### src/rtl/ftdr_regs.svh
// Register indices, field positions, reset values and timing counts of the tape and rate block.
`ifndef FTDR_REGS_SVH
`define FTDR_REGS_SVH

// Register indices; the bus byte address is four times the index.
`define FTDR_ADDR_W      14
`define FTDR_DOR_IDX     12'h3f2
`define FTDR_TDR_IDX     12'h3f3
`define FTDR_DSR_IDX     12'h3f4
`define FTDR_DATA_IDX    12'h3f5
`define FTDR_CCR_IDX     12'h3f7
`define FTDR_RT_BASE     12'h400
`define FTDR_RT_SHADOW   12'h01f
`define FTDR_SHADOW_IDX  (`FTDR_RT_BASE + `FTDR_RT_SHADOW)
`define FTDR_STAT_IDX    12'h4f0
`define FTDR_CFGF2_IDX   12'h4f2

// Reset values.
`define FTDR_DOR_RST     8'h00
`define FTDR_DSR_RST     8'h02
`define FTDR_CFGF2_RST   8'h00
`define FTDR_TDR_RST     2'h0

// Field positions in a written byte.
`define FTDR_DSR_LOWPWR  6
`define FTDR_DSR_SWRST   7

// Bus responses.
`define FTDR_RESP_OKAY   2'h0
`define FTDR_RESP_SLVERR 2'h2

// Soft reset pulse length from the self-clearing bit.
`define FTDR_CLK_MHZ     200
`define FTDR_SRST_MIN_NS 100
`define FTDR_SRST_CYC    ((`FTDR_SRST_MIN_NS * `FTDR_CLK_MHZ + 999) / 1000)

`endif

### src/rtl/ftdr_pkg.sv
// Types shared by the tape and rate register block.
package ftdr_pkg;

  typedef struct packed {
    logic       sw_reset;
    logic       low_power;
    logic       undef5;
    logic [2:0] precomp;
    logic [1:0] rate;
  } ftdr_dsr_t;

  typedef struct packed {
    logic [1:0] mot_hi;
    logic       mot1;
    logic       mot0;
    logic       dma_en;
    logic       ctrl_reset_n;
    logic [1:0] drive;
  } ftdr_dor_t;

  typedef struct packed {
    logic drive_sel0_n;
    logic drive_sel1_n;
    logic motor_on0_n;
    logic motor_on1_n;
  } ftdr_pins_t;

endpackage

### src/rtl/ftdr_top.sv
// Tape assignment, drive decode and data-rate select registers behind an AXI4-Lite slave.
//
// Added by the designer: the AXI4-Lite interface to the registers.
`include "ftdr_regs.svh"

module ftdr_top (
  input  wire logic                     clk,
  input  wire logic                     rst,
  input  wire logic [`FTDR_ADDR_W-1:0]  s_axi_awaddr,
  input  wire logic                     s_axi_awvalid,
  output logic                          s_axi_awready,
  input  wire logic [31:0]              s_axi_wdata,
  input  wire logic [3:0]               s_axi_wstrb,
  input  wire logic                     s_axi_wvalid,
  output logic                          s_axi_wready,
  output logic [1:0]                    s_axi_bresp,
  output logic                          s_axi_bvalid,
  input  wire logic                     s_axi_bready,
  input  wire logic [`FTDR_ADDR_W-1:0]  s_axi_araddr,
  input  wire logic                     s_axi_arvalid,
  output logic                          s_axi_arready,
  output logic [31:0]                   s_axi_rdata,
  output logic [1:0]                    s_axi_rresp,
  output logic                          s_axi_rvalid,
  input  wire logic                     s_axi_rready,
  input  wire logic                     swap_decode,
  input  wire logic                     enhanced_mode2,
  input  wire logic [1:0]               boot_drive,
  output logic                          drive_sel0_n,
  output logic                          drive_sel1_n,
  output logic                          motor_on0_n,
  output logic                          motor_on1_n,
  output logic [1:0]                    rate_code,
  output logic [2:0]                    precomp_code,
  output logic                          low_power,
  output logic                          fdc_reset,
  output logic [1:0]                    tape_drive,
  output logic                          tape_active
);

  localparam logic [4:0] SRST_CYC = 5'(`FTDR_SRST_CYC);

  logic                     aw_hold_q;
  logic [11:0]              aw_idx_q;
  logic                     w_hold_q;
  logic [7:0]               w_data_q;
  logic                     w_lane0_q;
  logic                     bvalid_q;
  logic [1:0]               bresp_q;
  logic                     rvalid_q;
  logic [31:0]              rdata_q;
  logic [1:0]               rresp_q;
  logic                     wr_fire;
  logic                     wr_en;
  logic                     ar_take;
  logic [11:0]              ar_idx;
  logic                     wr_map;
  ftdr_pkg::ftdr_dor_t      dor_q;
  ftdr_pkg::ftdr_dsr_t      dsr_q;
  logic [1:0]               tdr_q;
  logic [7:0]               cfg_f2_q;
  logic [1:0]               rate_q;
  logic [4:0]               srst_cnt_q;
  logic                     low_power_q;
  logic                     fdc_reset_q;
  logic                     fdc_reset_d;
  logic                     tape_active_q;
  logic                     dsr_wr;
  logic                     ccr_wr;
  logic                     lp_set;
  logic                     wake;
  logic [1:0]               type_id;
  logic [7:0]               tdr_view;
  ftdr_pkg::ftdr_pins_t     pins_q;
  ftdr_pkg::ftdr_pins_t     pins_d;
  logic [31:0]              rd_data;
  logic [1:0]               rd_resp;

  // Write address and data are taken in either order; the response waits for both.
  assign s_axi_awready = !aw_hold_q && !bvalid_q;
  assign s_axi_wready  = !w_hold_q && !bvalid_q;
  assign wr_fire       = aw_hold_q && w_hold_q && !bvalid_q;
  assign wr_en         = wr_fire && w_lane0_q;
  assign s_axi_bvalid  = bvalid_q;
  assign s_axi_bresp   = bresp_q;

  always_comb begin
    wr_map = (aw_idx_q == `FTDR_DOR_IDX) || (aw_idx_q == `FTDR_TDR_IDX) ||
             (aw_idx_q == `FTDR_DSR_IDX) || (aw_idx_q == `FTDR_DATA_IDX) ||
             (aw_idx_q == `FTDR_CCR_IDX) || (aw_idx_q == `FTDR_SHADOW_IDX) ||
             (aw_idx_q == `FTDR_STAT_IDX) || (aw_idx_q == `FTDR_CFGF2_IDX);
  end

  always_ff @(posedge clk or posedge rst) begin
    if (rst) begin
      aw_hold_q <= 1'b0;
      aw_idx_q  <= 12'h000;
      w_hold_q  <= 1'b0;
      w_data_q  <= 8'h00;
      w_lane0_q <= 1'b0;
      bvalid_q  <= 1'b0;
      bresp_q   <= `FTDR_RESP_OKAY;
    end else begin
      if (s_axi_awvalid && s_axi_awready) begin
        aw_hold_q <= 1'b1;
        aw_idx_q  <= s_axi_awaddr[`FTDR_ADDR_W-1:2];
      end else if (wr_fire) begin
        aw_hold_q <= 1'b0;
      end
      if (s_axi_wvalid && s_axi_wready) begin
        w_hold_q  <= 1'b1;
        w_data_q  <= s_axi_wdata[7:0];
        w_lane0_q <= s_axi_wstrb[0];
      end else if (wr_fire) begin
        w_hold_q <= 1'b0;
      end
      if (wr_fire) begin
        bvalid_q <= 1'b1;
        bresp_q  <= wr_map ? `FTDR_RESP_OKAY : `FTDR_RESP_SLVERR;
      end else if (s_axi_bready) begin
        bvalid_q <= 1'b0;
      end
    end
  end

  assign dsr_wr = wr_en && (aw_idx_q == `FTDR_DSR_IDX);
  assign ccr_wr = wr_en && (aw_idx_q == `FTDR_CCR_IDX);
  assign ar_take = s_axi_arvalid && s_axi_arready;
  assign ar_idx  = s_axi_araddr[`FTDR_ADDR_W-1:2];
  assign lp_set  = dsr_wr && w_data_q[`FTDR_DSR_LOWPWR];
  // A read of the rate-select or data register index, or a write to the data register index, wakes the controller.
  assign wake    = (ar_take && (ar_idx == `FTDR_DSR_IDX || ar_idx == `FTDR_DATA_IDX)) ||
                   (wr_fire && aw_idx_q == `FTDR_DATA_IDX);

  // Output register and drive-type table; only the hardware reset clears them.
  always_ff @(posedge clk or posedge rst) begin
    if (rst) begin
      dor_q    <= `FTDR_DOR_RST;
      cfg_f2_q <= `FTDR_CFGF2_RST;
    end else begin
      if (wr_en && aw_idx_q == `FTDR_DOR_IDX) begin
        dor_q <= w_data_q;
      end
      if (wr_en && aw_idx_q == `FTDR_CFGF2_IDX) begin
        cfg_f2_q <= w_data_q;
      end
    end
  end

  // Tape assignment is untouched by the controller soft reset.
  always_ff @(posedge clk or posedge rst) begin
    if (rst) begin
      tdr_q <= `FTDR_TDR_RST;
    end else if (wr_en && aw_idx_q == `FTDR_TDR_IDX) begin
      tdr_q <= w_data_q[1:0];
    end
  end

  // The rate byte and its shadow copy; soft reset leaves them alone except the shadow's sw_reset bit, cleared at the end of the pulse.
  always_ff @(posedge clk or posedge rst) begin
    if (rst) begin
      dsr_q <= `FTDR_DSR_RST;
    end else if (dsr_wr) begin
      dsr_q <= w_data_q;
    end else if (srst_cnt_q == 5'd1) begin
      dsr_q.sw_reset <= 1'b0;
    end
  end

  always_ff @(posedge clk or posedge rst) begin
    if (rst) begin
      rate_q <= 2'(`FTDR_DSR_RST);
    end else if (dsr_wr || ccr_wr) begin
      rate_q <= w_data_q[1:0];
    end
  end

  // Self-clearing reset stretched to the least reset time.
  always_ff @(posedge clk or posedge rst) begin
    if (rst) begin
      srst_cnt_q <= 5'd0;
    end else if (dsr_wr && w_data_q[`FTDR_DSR_SWRST]) begin
      srst_cnt_q <= SRST_CYC;
    end else if (srst_cnt_q != 5'd0) begin
      srst_cnt_q <= srst_cnt_q - 5'd1;
    end
  end

  assign fdc_reset_d = !dor_q.ctrl_reset_n || (srst_cnt_q != 5'd0);

  always_ff @(posedge clk or posedge rst) begin
    if (rst) begin
      fdc_reset_q <= 1'b1;
    end else begin
      fdc_reset_q <= fdc_reset_d;
    end
  end

  // Entering low power wins over a wake in the same cycle.
  always_ff @(posedge clk or posedge rst) begin
    if (rst) begin
      low_power_q <= 1'b0;
    end else if (lp_set) begin
      low_power_q <= 1'b1;
    end else if (wake || fdc_reset_q) begin
      low_power_q <= 1'b0;
    end
  end

  // Drive decode; code 10 and 11 select nothing in a two-drive system.
  always_comb begin
    pins_d = '{drive_sel0_n: 1'b1, drive_sel1_n: 1'b1,
               motor_on0_n: !dor_q.mot0, motor_on1_n: !dor_q.mot1};
    if (dor_q.drive == 2'b00 && dor_q.mot0) begin
      pins_d.drive_sel0_n = 1'b0;
    end
    if (dor_q.drive == 2'b01 && dor_q.mot1) begin
      pins_d.drive_sel1_n = 1'b0;
    end
    if (swap_decode) begin
      pins_d = '{drive_sel0_n: pins_d.drive_sel1_n, drive_sel1_n: pins_d.drive_sel0_n,
                 motor_on0_n: pins_d.motor_on1_n, motor_on1_n: pins_d.motor_on0_n};
    end
  end

  always_ff @(posedge clk or posedge rst) begin
    if (rst) begin
      pins_q        <= '{default: 1'b1};
      tape_active_q <= 1'b0;
    end else begin
      pins_q        <= pins_d;
      tape_active_q <= (tdr_q != 2'b00) && (dor_q.drive == tdr_q);
    end
  end

  // Read path; the rate byte itself is write only and its index reads zero.
  assign type_id  = cfg_f2_q[{dor_q.drive, 1'b0} +: 2];
  assign tdr_view = enhanced_mode2 ? {2'b00, type_id, boot_drive, tdr_q}
                                   : {6'h00, tdr_q};

  always_comb begin
    rd_data = 32'h0000_0000;
    rd_resp = `FTDR_RESP_OKAY;
    unique case (ar_idx)
      `FTDR_DOR_IDX:    rd_data = {24'h00_0000, dor_q};
      `FTDR_TDR_IDX:    rd_data = {24'h00_0000, tdr_view};
      `FTDR_DSR_IDX:    rd_data = 32'h0000_0000;
      `FTDR_DATA_IDX:   rd_data = 32'h0000_0000;
      `FTDR_CCR_IDX:    rd_data = 32'h0000_0000;
      `FTDR_SHADOW_IDX: rd_data = {24'h00_0000, dsr_q};
      `FTDR_STAT_IDX:   rd_data = {26'h000_0000, tape_active_q, low_power_q, fdc_reset_q,
                                   1'b0, rate_q};
      `FTDR_CFGF2_IDX:  rd_data = {24'h00_0000, cfg_f2_q};
      default:          rd_resp = `FTDR_RESP_SLVERR;
    endcase
  end

  assign s_axi_arready = !rvalid_q;
  assign s_axi_rvalid  = rvalid_q;
  assign s_axi_rdata   = rdata_q;
  assign s_axi_rresp   = rresp_q;

  always_ff @(posedge clk or posedge rst) begin
    if (rst) begin
      rvalid_q <= 1'b0;
      rdata_q  <= 32'h0000_0000;
      rresp_q  <= `FTDR_RESP_OKAY;
    end else if (ar_take) begin
      rvalid_q <= 1'b1;
      rdata_q  <= rd_data;
      rresp_q  <= rd_resp;
    end else if (s_axi_rready) begin
      rvalid_q <= 1'b0;
    end
  end

  assign drive_sel0_n = pins_q.drive_sel0_n;
  assign drive_sel1_n = pins_q.drive_sel1_n;
  assign motor_on0_n  = pins_q.motor_on0_n;
  assign motor_on1_n  = pins_q.motor_on1_n;
  assign rate_code    = rate_q;
  assign precomp_code = dsr_q.precomp;
  assign low_power    = low_power_q;
  assign fdc_reset    = fdc_reset_q;
  assign tape_drive   = tdr_q;
  assign tape_active  = tape_active_q;
endmodule

### config.mk
export PLATFORM = sky130hd
export DESIGN_NAME = ftdr_top
export DESIGN_NICKNAME = d
export VERILOG_FILES = /design/src/rtl/ftdr_pkg.sv /design/src/rtl/ftdr_top.sv
export VERILOG_INCLUDE_DIRS = /design/src /design/src/rtl
export SDC_FILE = /design/constraint.sdc
export NUM_CORES = 1
export LEC_CHECK = 0
export ABC_AREA = 0
export BUFFER_PORTS_ARGS = -buffer_cell sky130_fd_sc_hd__buf_2
export CAP_MARGIN = 20
export CORE_ASPECT_RATIO = 0.9
export CORE_MARGIN = 5
export CORE_UTILIZATION = 45
export DETAILED_ROUTE_END_ITERATION = 16
export PLACE_DENSITY = 0.73
export SLEW_MARGIN = 10
export SYNTH_ARGS = -nofsm -noshare
export SYNTH_HDL_FRONTEND = slang
export SYNTH_SLANG_ARGS = --single-unit
### constraint.sdc
create_clock -name clk -period 2.7 [get_ports clk]
set_clock_uncertainty 0.15 [all_clocks]
set_input_delay 0.27 -clock clk [delete_from_list [all_inputs] [get_ports clk]]
set_output_delay 0.27 -clock clk [all_outputs]
set_load 0.01 [all_outputs]
==> run_results.csv <==
group,metric,value,unit
critical_path,start_kind,"flop",
cts,clockBufferDepth,2,
min_path,min_path_type,"input pin to flop",
sta,max_clock_freq,455.8,MHz
global_routing,grt_use_total,17.23,%
drt,drtPass1Iterations,7,
drt,postRouteAntennaNets,0,
sta,final_hold_viol_count,0,
critical_path,cp.required,2.78,ns
critical_path,crit_arrival,2.27,ns
sta,slew_headroom,50.48,%
logic_synthesis,synth_async_sr_flop_share,100.0,%
placed_design,globalplace.congestion,0.8794,
placed_design,hpwl,6.265,mm
floorplanning,die_width,107.5,um
floorplanning,core,8448,sq um
layout,area_growth_syn_to_layout,21.07,%
pwr,p_leak,2.167,nW
critical_path,path_cells,"or4b_1, nor3_1, nand3_2, mux2_1",
drt,route.detailed.drc,0,
global_routing,grt_overflow,0,
cts,cts_root_buf,"clkbuf_8",
pwr,powerDensity,701.5,nW/um^2
cts,numCtsBuffers,9,
status,outcome,"completed",
logic_synthesis,seq_area_frac_synth,49.01,%
logic_synthesis,synth_top_family_by_area,"simple AND/OR/NAND/NOR gates",
global_routing,grt_pass1_wl,14.38,mm
flow_run,cap_violations,0,
sta,min_period,2.194,ns
logic_synthesis,synth.most_common_cell,"dfrtp_1",
cts,clkLatencyLatePin,0.35,ns
layout,n_antenna_cell,0,
layout,drive_gt1_share,25.58,%
drt,totalWireLength,8.933,mm
cts,clock_sinks,75,
logic_synthesis,synth.area.mux_share,16.39,%
logic_synthesis,synth_edf_count,0,
logic_synthesis,postSynthAreaPerCell,11.52,sq um
logic_synthesis,synthDistinctLibCells,57,
floorplanning,die_h,97.72,um
critical_path,crit_type,"flop to flop",
sta,tightest_slew,0.7413,ns
sta,drv_slew,0,
drt,num_vias,2904,
global_routing,antenna_found_initial,0,
logic_synthesis,syn_inst,334,
logic_synthesis,synth_compound_area_share,7.902,%
logic_synthesis,synth-xor-area-share,0.9106,%
layout,final_nets,507,
global_routing,first_global_vias,2890,
logic_synthesis,synthSimpleGateAreaFrac,16.62,%
critical_path,worst-path-max-fanout,8,
logic_synthesis,synthAdderAreaFrac,0.9756,%
sta,setup_violations,0,
placed_design,io_buffers,72,
pwr,ir_drop,612.7,uV
drt,wire_per_inst,16.15,um
drt,drt-initial-drc-count,154,
cts,cts_tree,"built",
cts,cts_resized,0,
logic_synthesis,yosys.area.top_type,"dfrtp_1",
cts,htree_num_levels,3,
placed_design,dp.cells,512,
critical_path,worstSetupEndpointType,"flop",
sta,fin_crit_sh,81.26,%
layout,fin_cells,553,
logic_synthesis,synth_area,3847,sq um
floorplanning,die_area,10500,sq um
cts,cts.clk_slew.worst_paths,0.08,ns
floorplanning,ios,130,
logic_synthesis,synth-seq-cells,75,
logic_synthesis,synth_area_leaders,"dfrtp_1 44%, mux2_1 14%, buf_4 5.7%, dfstp_2 4.8%, nand3b_1 2.1%",
sta,rsz0062_at_grt,"no",
floorplanning,initial_utilization,45.54,%
floorplanning,row_count,32,
logic_synthesis,synth_warnings,0,
drt,vias_per_cell,5.251,
logic_synthesis,synth_commonest_cells,"68 x dfrtp_1, 48 x mux2_1, 29 x buf_4, 17 x nand2_1, 13 x nor2_1",
layout,fill_cells,722,
critical_path,crit_path_max_incr_delay,0.55,ns
logic_synthesis,synth_top_flop_cell,"dfrtp_1",
sta,finalSetupTns,0,ns
global_routing,grt_max_degree,76,
critical_path,cp_slowest_cell,"or4b_1",
logic_synthesis,synth_top_area_share,44.23,%
## logic make-up (layout without fill, tap and decap cells)
family | count (synthesis) | count (layout)
AO/OA/AOI/OAI | 46 | 46
XOR/XNOR | 4 | 4
adder cells (fa/ha/maj) | 3 | 3
buffers and inverters | 52 | 127
flip-flops | 75 | 75
multiplexers | 54 | 54
other | 1 | 26
AND/OR/NAND/NOR | 99 | 99
## registers in the layout (all words and copies together) (netlist names), 3 cells and up
signal	cells
w_data_q	8
dsr_q	5
dor_q	8
srst_cnt_q	5
cfg_f2_q	8
precomp_code	3
aw_idx_q	12
s_axi_rdata	8
## layout by cell type, fill, tap and decap left out, types with 3 or more instances in the layout
master,instances
a21oi_1,10
a22o_1,3
a31oi_1,3
and2_1,3
and3_1,3
buf_2,72
clkbuf_8,9
clkinv_2,3
conb_1,26
dfrtp_1,68
dfstp_2,7
dlygate4sd3_1,25
ha_1,3
inv_1,9
mux2_1,48
mux2i_1,3
nand2_1,17
nand2b_1,4
nand3_1,6
nand3b_1,11
nand4_1,7
nand4b_1,3
nor2_1,13
nor2b_1,4
nor3_1,6
nor4_1,3
o21ai_0,6
o21ai_1,7
or4b_1,3
xnor2_1,4
## path summary, 6_finish.rpt
check                              startpoint     endpoint  slack [ns]  cells after the start
worst max register to register   aw_idx_q[11]  cfg_f2_q[4]        0.51                      4
worst min-delay path            s_axi_awvalid    aw_hold_q        0.05                      3
min in group asynchronous                 rst  aw_idx_q[3]        0.40                      4
worst min register to register       dor_q[2]    fdc_reset        0.30                      1
max in group asynchronous                 rst    fdc_reset        1.66                      4
worst max-delay path             aw_idx_q[11]  cfg_f2_q[4]        0.51                      4
## cell type report
class / instances / area (sq um) / share of cell area (%)
Tap cell: 119 / 148.9 / 3.196
Clock buffer: 9 / 123.9 / 2.659
Timing Repair Buffer: 100 / 645.6 / 13.86
Inverter: 11 / 41.29 / 0.8864
Clock inverter: 7 / 68.82 / 1.477
Sequential cell: 75 / 1886 / 40.48
Multi-Input combinational cell: 232 / 1744 / 37.44
## report_power, final
| group | internal, mW | switching [mW] | total, mW |
|---|---|---|---|
| sequential | 1.37 | 0.264 | 1.64 |
| combinational | 0.376 | 0.405 | 0.781 |
| clock | 0.423 | 0.425 | 0.848 |
## worst max-delay path, delay by kind of cell, from the launching register on
kind / cells / cell delay, ns
AND/OR/NAND/NOR: 3 / 1.15
multiplexers: 1 / 0.39
flip-flops: 1 / 0.40
## timing repair
| action | CTS | global route |
|---|---|---|
| buffers inserted | 0 | 0 |
| hold endpoints to repair | 93 | 0 |
| hold buffers | 25 | 0 |
## metal layers
metal	routed length (um)	share of wire [%]	global-route usage (%)	vias to the layer above
li1	-	-	-	1353
met3	799	8.9	5.515	9
met5	0	0	0	-
met1	3874	43	22.61	1408
met2	4179	47	27.80	134
met4	80	0.90	4.272	0
## through the flow
step	instance area (sq um)	setup WS, ns	util [%]	hold slack, ns	power [mW]
floorplan	3941	0.3816	-	0.2006	2.152
global placement	4215	0.4816	49.90	0.2363	2.350
detailed placement	4215	0.4631	49.90	0.2426	2.404
CTS	4658	0.5319	55.14	0.02633	3.278
global route	4658	0.3963	55.14	0.04352	3.467
finish	4658	0.5061	55.14	0.05067	3.268
Power figures use the tool's default switching activity.
